## config.mk

```make
export PLATFORM = sky130hd
export DESIGN_NAME = ssw_top
export DESIGN_NICKNAME = d
export VERILOG_FILES = /design/src/common/ssw_pkg.sv /design/src/common/ssw_wd_if.sv /design/src/design/ssw_watchdog.sv /design/src/design/ssw_top.sv
export SDC_FILE = /design/constraint.sdc
export NUM_CORES = 1
export LEC_CHECK = 0
export BUFFER_PORTS_ARGS = -buffer_cell sky130_fd_sc_hd__buf_2
export CAP_MARGIN = 20
export CORE_MARGIN = 5
export CORE_UTILIZATION = 27
export DETAILED_ROUTE_END_ITERATION = 10
export PLACE_DENSITY = 0.4
export SYNTH_ARGS = -nofsm -noshare
export SYNTH_HDL_FRONTEND = slang
export SYNTH_SLANG_ARGS = --single-unit
```

## constraint.sdc

```tcl
create_clock -name mclk -period 2.5 [get_ports mclk]
set_input_delay 0.125 -clock mclk [delete_from_list [all_inputs] [get_ports mclk]]
set_output_delay 0.125 -clock mclk [all_outputs]
set_load 0.05 [all_outputs]
```

## src/common/ssw_pkg.sv

```systemverilog
// constants and types shared by the supervisor and its watchdog
// assumes a single free-running 10 MHz timebase
package ssw_pkg;
  // ****************************************
  // timebase
  // ****************************************
  localparam int CLK_HZ = 10_000_000;
  localparam int TICK_US = 1000;
  localparam int TICK_CYCLES = TICK_US * (CLK_HZ / 1_000_000);
  // ****************************************
  // timeouts, least times round up to whole ticks
  // ****************************************
  localparam int RST_TIMEOUT_MS = 200;
  localparam int WD_TIMEOUT_MS = 1600;
  localparam int RST_TICKS = (RST_TIMEOUT_MS * 1000 + TICK_US - 1) / TICK_US;
  localparam int WD_TICKS = (WD_TIMEOUT_MS * 1000 + TICK_US - 1) / TICK_US;
  // ****************************************
  // input synchroniser layout
  // ****************************************
  localparam int IN_W = 5;
  localparam int IN_SUPPLY = 0;
  localparam int IN_MR = 1;
  localparam int IN_PF = 2;
  localparam int IN_KICK = 3;
  localparam int IN_FLOAT = 4;
  // safe levels: supply low, no manual reset, no power fail, floating kick
  localparam logic [4:0] SYNC_RST = 5'h17;
  typedef enum logic [1:0] {
    SSW_HOLD = 2'b00,
    SSW_TIMEOUT = 2'b01,
    SSW_RUN = 2'b10
  } ssw_rst_e;
endpackage

```

## src/common/ssw_wd_if.sv

```systemverilog
// carrier between the supervisor core and its watchdog timer
// assumes both ends run on the same clock
`timescale 1ns/1ps
interface ssw_wd_if;
  logic tick;
  logic hold;
  logic kick;
  logic floating;
  logic timeout;
  modport ctl (output tick, output hold, output kick, output floating, input timeout);
  modport wdog (input tick, input hold, input kick, input floating, output timeout);
endinterface // ssw_wd_if

```

## src/design/ssw_watchdog.sv

```systemverilog
// watchdog timer counting prescaled ticks between kick transitions
// assumes kick and floating are already synchronised to mclk
`timescale 1ns/1ps
module ssw_watchdog
  import ssw_pkg::*;
#(
  parameter int WD_LIMIT = WD_TICKS,
  parameter int CNT_W = 12
) (
  input wire logic mclk,
  input wire logic reset_n,
  ssw_wd_if.wdog wd
);
  logic kick_d_r;
  logic [CNT_W-1:0] cnt_r;
  logic [CNT_W-1:0] cnt_nxt;
  logic timeout_r;
  logic timeout_nxt;
  logic kick_edge;
  logic clr;
  logic force_clr;
  logic last_tick;

  // ****************************************
  // clear and count
  // ****************************************
  // either edge clears
  assign kick_edge = (wd.kick ^ kick_d_r) & ~wd.floating;
  // held clear in reset; floating disables
  assign clr = wd.hold | kick_edge | wd.floating;
  assign last_tick = wd.tick && (cnt_r == CNT_W'(WD_LIMIT - 1));
  assign cnt_nxt = clr ? '0 : ((wd.tick && !timeout_r) ? cnt_r + 1'b1 : cnt_r);
  assign force_clr = wd.hold | wd.floating;
  // expiry; sticks until cleared
  // kick on the expiring tick loses: the period has already run out
  assign timeout_nxt = force_clr ? 1'b0 : (last_tick | (timeout_r & ~kick_edge));
  assign wd.timeout = timeout_r;

  always_ff @(posedge mclk) begin
    if (!reset_n) begin
      kick_d_r <= 1'b0;
      cnt_r <= '0;
      timeout_r <= 1'b0;
    end else begin
      kick_d_r <= wd.kick;
      cnt_r <= cnt_nxt;
      timeout_r <= timeout_nxt;
    end
  end
endmodule // ssw_watchdog

```

## src/design/ssw_top.sv

```systemverilog
// supply supervisor: reset generator, watchdog and power-fail pass-through
// assumes comparator results arrive as asynchronous digital levels
//
// Summary of operation
// - reset held while supply is low
// - reset held 200 ms after supply recovers
// - active-high reset is inverse of reset
// - manual reset bounces absorbed by the timeout
// - manual low resets, 200 ms after release
// - watchdog alarm after 1.6 s without kick
// - alarm stays low until timer cleared
// - any kick edge clears the watchdog, except one on the expiring tick
// - watchdog held cleared during reset
// - supply low forces watchdog alarm low
// - floating kick input disables watchdog timeout
// - kick input has low, high, floating
// - power-fail flag follows comparator result
// - watchdog timeout never asserts reset itself
`timescale 1ns/1ps
module ssw_top
  import ssw_pkg::*;
#(
  parameter int TICK_CYC = TICK_CYCLES,
  parameter int RST_LIMIT = RST_TICKS,
  parameter int WD_LIMIT = WD_TICKS,
  parameter int PRE_W = 16,
  parameter int RCNT_W = 12,
  parameter int WCNT_W = 12
) (
  input wire logic mclk,
  input wire logic reset_n,
  input wire logic supply_low_in,
  input wire logic manual_reset_n,
  input wire logic powerfail_sense_in,
  input wire logic watchdog_kick_in,
  input wire logic watchdog_float_in,
  output logic sys_reset_n,
  output logic sys_reset,
  output logic watchdog_alarm_n,
  output logic powerfail_flag_n
);
  logic [IN_W-1:0] raw_in;
  logic [IN_W-1:0] filt;
  logic supply_low_f;
  logic mr_n_f;
  logic pf_f;
  logic hold_req;
  logic [PRE_W-1:0] pre_r;
  logic [PRE_W-1:0] pre_nxt;
  logic tick;
  ssw_rst_e state_r;
  ssw_rst_e state_nxt;
  logic [RCNT_W-1:0] rcnt_r;
  logic [RCNT_W-1:0] rcnt_nxt;
  logic rst_done;
  logic sys_reset_n_r;
  logic sys_reset_r;
  logic alarm_n_r;
  logic pf_n_r;
  ssw_wd_if wd ();

  // ****************************************
  // input synchronisers
  // ****************************************
  // three stages, settle on agreement
  assign raw_in = {watchdog_float_in, watchdog_kick_in, powerfail_sense_in,
                   manual_reset_n, supply_low_in};

  genvar gi;
  generate
    for (gi = 0; gi < IN_W; gi++) begin : g_sync
      logic [2:0] sh_r;
      logic f_r;
      always_ff @(posedge mclk) begin
        if (!reset_n) begin
          sh_r <= {3{SYNC_RST[gi]}};
          f_r <= SYNC_RST[gi];
        end else begin
          sh_r <= {sh_r[1:0], raw_in[gi]};
          // first stage feeds only the second; filter looks at stages two and three
          if (sh_r[1] == sh_r[2]) begin
            f_r <= sh_r[2];
          end
        end
      end
      assign filt[gi] = f_r;
    end
  endgenerate

  assign supply_low_f = filt[IN_SUPPLY];
  assign mr_n_f = filt[IN_MR];
  assign pf_f = filt[IN_PF];

  // ****************************************
  // tick prescaler
  // ****************************************
  // restarted during hold so the reset timeout is exact, not one tick short
  assign hold_req = supply_low_f | ~mr_n_f;
  assign tick = (pre_r == PRE_W'(TICK_CYC - 1));
  assign pre_nxt = (hold_req || tick) ? '0 : pre_r + 1'b1;

  always_ff @(posedge mclk) begin
    if (!reset_n) begin
      pre_r <= '0;
    end else begin
      pre_r <= pre_nxt;
    end
  end

  // ****************************************
  // reset generator
  // ****************************************
  assign rst_done = tick && (rcnt_r == RCNT_W'(RST_LIMIT - 1));

  // hold while low; manual low holds too
  // a bounce during timeout returns to hold and restarts the count
  always_comb begin
    state_nxt = state_r;
    case (state_r)
      SSW_HOLD: begin
        if (!hold_req) begin
          state_nxt = SSW_TIMEOUT;
        end
      end
      SSW_TIMEOUT: begin
        if (hold_req) begin
          state_nxt = SSW_HOLD;
        end else if (rst_done) begin
          state_nxt = SSW_RUN;
        end
      end
      SSW_RUN: begin
        if (hold_req) begin
          state_nxt = SSW_HOLD;
        end
      end
      default: begin
        state_nxt = SSW_HOLD;
      end
    endcase
  end

  // timeout counted only while released inputs stay quiet
  assign rcnt_nxt = (state_r != SSW_TIMEOUT || hold_req) ? '0 :
                    (tick ? rcnt_r + 1'b1 : rcnt_r);

  always_ff @(posedge mclk) begin
    if (!reset_n) begin
      state_r <= SSW_HOLD;
      rcnt_r <= '0;
    end else begin
      state_r <= state_nxt;
      rcnt_r <= rcnt_nxt;
    end
  end

  // ****************************************
  // outputs
  // ****************************************
  // reset depends on supply and manual input only
  // both reset outputs from one next value
  always_ff @(posedge mclk) begin
    if (!reset_n) begin
      sys_reset_n_r <= 1'b0;
      sys_reset_r <= 1'b1;
    end else begin
      sys_reset_n_r <= (state_nxt == SSW_RUN);
      sys_reset_r <= (state_nxt != SSW_RUN);
    end
  end

  // low line forces alarm; released when supply recovers
  always_ff @(posedge mclk) begin
    if (!reset_n) begin
      alarm_n_r <= 1'b0;
      pf_n_r <= 1'b1;
    end else begin
      alarm_n_r <= ~(wd.timeout | supply_low_f);
      pf_n_r <= pf_f;
    end
  end

  assign sys_reset_n = sys_reset_n_r;
  assign sys_reset = sys_reset_r;
  assign watchdog_alarm_n = alarm_n_r;
  assign powerfail_flag_n = pf_n_r;

  // ****************************************
  // watchdog
  // ****************************************
  // driven level and floating detect kept apart
  assign wd.tick = tick;
  assign wd.hold = ~sys_reset_n_r;
  assign wd.kick = filt[IN_KICK];
  assign wd.floating = filt[IN_FLOAT];

  ssw_watchdog #(
    .WD_LIMIT(WD_LIMIT),
    .CNT_W(WCNT_W)
  ) u_wdog (
    .mclk(mclk),
    .reset_n(reset_n),
    .wd(wd.wdog)
  );
endmodule // ssw_top

```

==> results of run 1 <==
what timing repair did:
item	CTS	global route
resized for setup	0	1
hold endpoints to repair	5	0
hold buffers	5	0
setup endpoints to repair	0	2
routing by layer:
metal,vias to the layer above,share of wire [%],global-route usage (%)
li1,1119,-,-
met1,981,52,12.4
met2,21,43,13.5
met3,9,3.0,3.39
met4,0,1.8,4.19
met5,-,0,0
cell usage in the layout, fill, tap and decap left out, types with 2 or more instances in the layout:
master	instances
nand4_1	9
nor2_1	27
nor3_1	6
nor3b_1	2
clkinvlp_4	2
clkbuf_8	9
o21ai_0	18
dfxtp_1	68
xnor2_1	15
nand3_1	16
inv_1	6
or4_4	3
a21o_1	2
buf_2	10
o31ai_1	6
a21oi_1	24
or3_1	14
nand2_1	16
buf_4	5
mux2i_1	3
and2_1	5
nand2b_1	15
inv_6	4
ha_1	3
or4_1	10
nor4_1	8
dlygate4sd3_1	5
xor2_1	2
through the flow:
stage               worst slack [ps]  utilization, %  hold slack (ps)  area, µm²  cells
floorplan                        191               -              198       2720    298
global placement                 137            30.0              306       2940    437
detailed placement               102            30.0              311       2940    437
CTS                             81.6            32.6             43.5       3200    458
global route                    39.2            32.7             66.4       3210    459
finish                           125            32.7             59.8       3210    459
final cells by class:
class,instances,area [µm²],area share (%)
flip-flops and latches,68,1360,42.4
multi-input cells,215,1300,40.4
well taps,133,166,5.19
repair buffers,21,158,4.91
clock buffers,9,124,3.86
clock inverters,7,80.1,2.50
inverters,6,22.5,0.702
registers in the layout (all words and copies together) (netlist names):
signal,flops
sys_reset,1
u_wdog.cnt_r,12
powerfail_flag_n,1
rcnt_r,12
g_sync.f_r,5
u_wdog.kick_d_r,1
sys_reset_n,1
watchdog_alarm_n,1
g_sync.sh_r,15
u_wdog.wd.timeout,1
state_r,2
pre_r,16
critical path: stages (launching register included):
cell     delay [ps]
dfxtp_1         350
or4_4           570
or4_2           900
o31a_1          370
nor3_1          110
where the power goes:
part	internal (W)	switching (W)	leakage [nW]
Sequential	0.00109	0.00000344	0.551
Combinational	0.0000157	0.00000950	0.316
Clock	0.000474	0.000466	0.0973
cells by family after synthesis:
| logic type | share of synthesized area [%] |
|---|---|
| DFF | 50.0 |
| muxes | 1.10 |
| adders and majority gates | 1.38 |
| xor gates and xnor gates | 5.47 |
| and+or+nand+nor | 28.7 |
| buffers and inverters | 2.80 |
| AOI/OAI and AO/OA | 10.5 |
final timing paths:
path | to | slack [ps] | from | cells after the start
min reg2reg | g_sync[0].sh_r[1] | 410 | g_sync[0].sh_r[0] | 1
min | g_sync[2].sh_r[0] | 60 | reset_n | 2
max reg2reg | u_wdog.wd.timeout | 120 | pre_r[11] | 4
max | u_wdog.wd.timeout | 120 | pre_r[11] | 4
==> impl_metrics.yaml, run 1 <==
status:
  status: "complete, no violations"
route:
  wl_per_cell_um: 12.3
  ant_nets: 0
  drc: 0
  via_per_inst: 4.64
  num_vias: 2130
  first_pass_iters: 4
  wl_um: 5660
  drtIter0Drc: 65
power_and_ir_drop:
  p_total_w: 0.00206
  cellPowerDensity_nw_per_um2: 642
  p_leak_nw: 0.964
  vdd_ir_drop_max_v: 0.000273
synth:
  ys_warn_count: 0
  synthArstFlopShare_pct: 0
  synthesis.area_um2: 2720
  yosys-top-cells-area: "dfxtp_1 50%, xnor2_1 4.8%, a21oi_1 4.4%"
  synth_cell_type_count: 35
  synth.most_common_cell: "dfxtp_1"
  synth_top_area_share_pct: 50.0
  yosys.area.top_type: "dfxtp_1"
  synth_edf_count: 0
  ys.flop_type: "dfxtp_1"
  synthTopCellsByCount: "68 x dfxtp_1, 27 x nor2_1, 24 x a21oi_1"
  ys_seq_area_share_pct: 50.0
  synthCells: 298
  synth_area_per_cell_um2: 9.14
  synth_seq_cells: 68
  syn-num-nets: 308
global_route:
  grt_pass1_vias: 1981
  antenna_found_initial: 0
  grt_usage_pct: 9.36
  grt_pass1_wl_um: 9390
  overflow: 0
  grt_max_degree: 33
floorplanning:
  die_x_um: 110
  dieArea_um2: 12200
  initial_core_util_pct: 27.7
  die_y_um: 110
  ioPinCount: 11
  fp-row-count: 36
  core_um2: 9820
critical_path:
  cp.required_ps: 2770
  worstSetupEndpointType: "register"
  crit_arrival_ps: 2650
  cp_max_fo: 16
  critPathKind: "register to register"
  cp-start-kind: "register"
place:
  io_buffers: 10
  gp_congestion: 0.732
  dp_hpwl_um: 3440
timing:
  max_slew_margin_pct: 52.4
  period_share_pct: 95.0
  tns_ps: 0
  rsz0062_at_grt: "no"
  hold_viol: 0
  setup_viol: 0
  max_freq_mhz: 421
  fin_crit_ps: 2380
  slew_viol_final: 0
  finalClockSkew_ps: 10.7
  max_slew.worst_pin.slew_ps: 708
cells_and_area:
  synthToLayoutAreaGrowth_pct: 17.9
  layout-drive-gt1-share_pct: 11.3
  final_nets: 331
  fill_cells: 1082
  insertedDiodeCount: 0
clock_network:
  clkTransAtPathRegs_ps: 80
  cts_buffer_depth: 2
  cts-root-buf: "clkbuf_8"
  cts_post_setup_buffers_inserted: 0
  cts.sinks: 68
  cts_made_buffers: 9
  ctsHtreeMaxLevel: 3
  cts_tree: "yes"
  insertion_delay_ps: 350
flow_run:
  max_cap_violations: 0
hold_path:
  hold_class: "input pin to register"
No activity file was read; power rests on OpenSTA's default activity.
==> run 2: changes to the inputs <==
Settings changed: CELL_PAD_IN_SITES_DETAIL_PLACEMENT from default to 0, CELL_PAD_IN_SITES_GLOBAL_PLACEMENT from default to 1, PLACE_DENSITY 0.4 to default, PLACE_DENSITY_LB_ADDON from default to 0.1.
==> run 2 against run 1 <==
Against the previous run: sequential share of layout area hardly changed; worst hold slack gained 86 ps; critical path depth did not move; sequential cell count unchanged; register-to-register slack better by 20 ps; critical path type unchanged; critical endpoint is now rcnt_r[7]; highest routed layer unchanged.
==> impl_metrics.yaml, run 2 (synthesis gave the netlist of run 1 again) <==
status:
  status: "complete, no violations"
timing:
  slew_viol_final: 0
  fin_crit_ps: 2360
  finalClockSkew_ps: 6.61
  max_freq_mhz: 425
  period_share_pct: 94.2
  setup_viol: 0
  max_slew_margin_pct: 59.3
  tns_ps: 0
  max_slew.worst_pin.slew_ps: 605
  rsz0062_at_grt: "no"
  hold_viol: 0
route:
  num_vias: 2115
  wl_um: 5480
  ant_nets: 0
  routed-wl-met3_um: 151
  via_per_inst: 4.62
  wl_met2_um: 2440
  m1WireLength_um: 2780
  wl_per_cell_um: 12.0
  first_pass_iters: 4
  drc: 0
  top_layer_used: "met4"
  drtIter0Drc: 60
critical_path:
  crit_arrival_ps: 2630
  cp_max_fo: 30
  path_cells: "or4_4 > or4_4 > or4_1 > a21oi_1"
  setup.worst_path.end: "rcnt_r[7]"
  cp.required_ps: 2770
  slowest_stage: "or4_4"
  cp.depth: 4
  cpPeakStageDelay_ps: 690
  crit_buf_inv: 0
  worstSetupStartpoint: "pre_r[11]"
  cp-start-kind: "register"
  r2r-start: "pre_r[11]"
  crit_path_frequent_cell: "or4_4"
  cpLargestDelayFamily: "simple AND/OR/NAND/NOR gates"
  r2r-end: "rcnt_r[7]"
  worstSetupEndpointType: "register"
  rrSetupSlack_ps: 140
  ff2ff_path_depth: 4
  critPathKind: "register to register"
clock_network:
  cts-root-buf: "clkbuf_8"
  cts_tree: "yes"
  cts_post_setup_buffers_inserted: 0
  cts.sinks: 68
  insertion_delay_ps: 350
  cts_buffer_depth: 2
  clkTransAtPathRegs_ps: 90
  cts_made_buffers: 9
  ctsHtreeMaxLevel: 3
hold_path:
  hold_class: "input pin to register"
  hp-start: "reset_n"
cells_and_area:
  insertedDiodeCount: 0
  largest_register_ffs: 16
  top_register: "pre_r"
  multi_input_area_um2: 1290
  layout-drive-gt1-share_pct: 11.1
  fin_util_pct: 32.7
  synthToLayoutAreaGrowth_pct: 18.0
  layout_commonest_cell: "dfxtp_1"
  regArea_um2: 1360
  fill_cells: 1079
  final_nets: 330
  mostFrequentLayoutCells: "68 x dfxtp_1, 27 x nor2_1, 24 x a21oi_1"
  top_regs: "pre_r x16, g_sync.sh_r x15"
place:
  dp_hpwl_um: 3530
  io_buffers: 10
  gp_congestion: 0.689
global_route:
  overflow: 0
  grt_pass1_vias: 1944
  grt_pass1_wl_um: 9530
  grt_max_degree: 31
  grt_usage_pct: 9.37
  antenna_found_initial: 0
floorplanning:
  die_x_um: 110
  ioPinCount: 11
  initial_core_util_pct: 27.7
  dieArea_um2: 12200
  core_um2: 9820
  die_y_um: 110
  fp-row-count: 36
power_and_ir_drop:
  vdd_ir_drop_max_v: 0.000303
  p_leak_nw: 0.971
  cellPowerDensity_nw_per_um2: 675
flow_run:
  max_cap_violations: 0
## run 2: final cells by class
class                   count  share of cell area (%)
clock buffers               9                    3.86
repair buffers             21                    4.52
flip-flops and latches     68                    42.4
clock inverters             7                    3.27
inverters                   6                   0.701
well taps                 133                    5.18
multi-input cells         214                    40.1
## run 2: worst min-delay path by stage
stage / end / depth (start not counted)
after global routing: g_sync[0].sh_r[0] / 2
after floorplan: g_sync[2].sh_r[0] / 1
final: g_sync[0].sh_r[0] / 2
after detailed placement: g_sync[0].sh_r[0] / 2
after global placement: g_sync[2].sh_r[0] / 2
after CTS: g_sync[0].sh_r[0] / 2
## run 2: power by group
part	total [W]	switching [W]	internal [W]
clock network	0.00105	0.000470	0.000579
registers	0.00110	0.00000355	0.00109
logic	0.0000238	0.00000918	0.0000146
## run 2: repair_timing
item | 4_1_cts | 5_1_grt
resized for setup | 0 | 1
endpoints found under the hold margin | 5 | 0
hold buffers | 5 | 0
endpoints found under the setup margin | 0 | 4
## run 2: metal layers
metal	GRT usage, %	up-vias
li1	-	1119
met1	12.3	967
met2	14.0	19
met3	2.79	10
met4	4.43	0
met5	0	-
## run 2: stage by stage
step	hold slack, ps	power [W]	setup slack (ps)	area, µm²	std cells
final	146	0.00217	145	3210	458
after global placement	307	0.00114	134	2930	437
after global routing	157	0.00226	4.15	3210	458
after floorplan	198	0.00113	191	2720	298
after CTS	134	0.00222	86.2	3210	458
after detailed placement	308	0.00114	107	2930	437
## run 2: worst register-to-register path, cell delays in order (launching register included)
cell	delay (ps)
dfxtp_1	360
or4_4	530
or4_4	690
or4_1	570
a21oi_1	140
==> run 3: changes to the inputs <==
Settings changed: CTS_BUF_LIST from default to sky130_fd_sc_hd__clkbuf_16.
==> run 3 against run 2 <==
Against the previous run: die area stayed put; clock skew hardly changed; clock-buffer cell count stayed put; routed wire length is 0.93% higher; combinational power hardly changed; worst hold slack better by 25 ps; sequential cell count stayed put; global-route usage hardly changed; clock power is 33% higher; first-iteration DRC count is 1.7% lower; largest cell class unchanged; highest routed layer unchanged.
==> impl_metrics.yaml, run 3 (synthesis gave the netlist of run 1 again) <==
status:
  status: "complete, no violations"
timing:
  setup_viol: 0
  slew_viol_final: 0
  tns_ps: 0
  max_slew.worst_pin.slew_ps: 617
  finalClockSkew_ps: 6.25
  fin_crit_ps: 2370
  max_slew_margin_pct: 58.5
  hold_viol: 0
  period_share_pct: 94.8
  rsz0062_at_grt: "no"
  max_freq_mhz: 422
  holdWs_ps: 171
cells_and_area:
  fill_cells: 1070
  largest_register_ffs: 16
  top_regs: "pre_r x16, g_sync.sh_r x15"
  synthToLayoutAreaGrowth_pct: 21.7
  layout-drive-gt1-share_pct: 11.1
  design_area_um2: 3310
  layout_commonest_cell: "dfxtp_1"
  mostFrequentLayoutCells: "68 x dfxtp_1, 27 x nor2_1, 24 x a21oi_1"
  top_register: "pre_r"
  final_nets: 330
  insertedDiodeCount: 0
critical_path:
  slowest_stage: "or4_4"
  crit_arrival_ps: 2620
  cpPeakStageDelay_ps: 690
  crit_buf_inv: 0
  critPathKind: "register to register"
  r2r-start: "pre_r[11]"
  path_cells: "or4_4 > or4_4 > or4_1 > a21oi_1"
  cp_max_fo: 30
  rrSetupSlack_ps: 130
  ff2ff_path_depth: 4
  worstSetupEndpointType: "register"
  cp.depth: 4
  cp.required_ps: 2750
  cpLargestDelayFamily: "simple AND/OR/NAND/NOR gates"
  crit_path_frequent_cell: "or4_4"
  cp-start-kind: "register"
  r2r-end: "u_wdog.cnt_r[10]"
floorplanning:
  ioPinCount: 11
  core_um2: 9820
  fp-row-count: 36
  dieArea_um2: 12200
  die_y_um: 110
  die_x_um: 110
  initial_core_util_pct: 27.7
power_and_ir_drop:
  p_switching_w: 0.000523
  swShare_pct: 20.7
  p_clk_share_pct: 55.6
  comb_power_share_pct: 0.9
  power.internal_w: 0.00200
  vdd_ir_drop_max_v: 0.000347
  p_seq_share_pct: 43.5
  p_leak_nw: 1.02
  cellPowerDensity_nw_per_um2: 761
  p_total_w: 0.00252
clock_network:
  cts_tree: "yes"
  ctsHtreeMaxLevel: 3
  cts.sinks: 68
  cts_buffer_depth: 2
  cts_made_buffers: 9
  clkTransAtPathRegs_ps: 60
  cts-root-buf: "clkbuf_16"
  insertion_delay_ps: 330
route:
  drc: 0
  first_pass_iters: 4
  wl_per_cell_um: 12.1
  ant_nets: 0
  wl_um: 5530
  via_per_inst: 4.60
  drtIter0Drc: 59
  num_vias: 2106
global_route:
  overflow: 0
  grt_pass1_wl_um: 9570
  antenna_found_initial: 0
  grt_pass1_vias: 1940
  grt_usage_pct: 9.40
  grt_max_degree: 31
place:
  gp_congestion: 0.689
  placed_area_um2: 2930
  dp_hpwl_um: 3530
  io_buffers: 10
flow_run:
  max_cap_violations: 0
hold_path:
  min_to: "g_sync[0].sh_r[0]"
  hold_path_depth: 2
  hold_class: "input pin to register"
  hp-start: "reset_n"
-- run 3: final cells by class --
class	instances	area, µm²	share of cell area [%]
clock buffers	9	225	6.80
clock inverters	7	105	3.17
inverters	6	22.5	0.680
multi-input cells	214	1290	38.9
flip-flops and latches	68	1360	41.1
well taps	133	166	5.02
repair buffers	21	145	4.38
-- run 3: worst register-to-register path, stage by stage (launching register included) --
cell	delay (ps)
dfxtp_1	350
or4_4	540
or4_4	690
or4_1	560
a21oi_1	160
-- run 3: how the worst max path moves through the flow --
stage,start,to,slack [ps]
after floorplan,pre_r[6],rcnt_r[5],190
after global placement,pre_r[5],u_wdog.cnt_r[10],130
after detailed placement,pre_r[11],rcnt_r[7],110
after CTS,pre_r[5],u_wdog.cnt_r[10],70
after global routing,pre_r[5],sys_reset,20
final,pre_r[11],u_wdog.cnt_r[10],130
-- run 3: per-stage QoR --
| stage | setup slack [ps] | util [%] | std cells |
|---|---|---|---|
| 3_5_place_dp | 107 | 29.8 | 437 |
| 4_1_cts | 68.8 | 33.7 | 458 |
| 2_1_floorplan | 191 | - | 298 |
| 3_3_place_gp | 134 | 29.8 | 437 |
| 6_report | 131 | 33.8 | 458 |
| 5_1_grt | 20.2 | 33.8 | 458 |
-- run 3: timing repair --
action,4_1_cts,5_1_grt
endpoints found under the hold margin,5,0
setup buffers,0,0
setup endpoints to repair,0,4
gates resized for setup,0,1
hold buffers,5,0
-- run 3: power groups by stage --
stage	sequential (W)	clock (W)	combinational, W
2_1_floorplan	0.00112	0	0.0000112
3_3_place_gp	0.00112	0	0.0000183
3_5_place_dp	0.00112	0	0.0000183
4_1_cts	0.00110	0.00146	0.0000243
5_1_grt	0.00110	0.00149	0.0000274
6_report	0.00110	0.00140	0.0000238
-- run 3: layer usage --
| layer | wire, µm | vias to the layer above | global-route usage, % |
|---|---|---|---|
| met5 | 0 | - | 0 |
| met4 | 37 | 0 | 3.45 |
| met3 | 141 | 2 | 3.28 |
| met2 | 2530 | 20 | 14.1 |
| met1 | 2830 | 965 | 12.4 |
| li1 | - | 1119 | - |
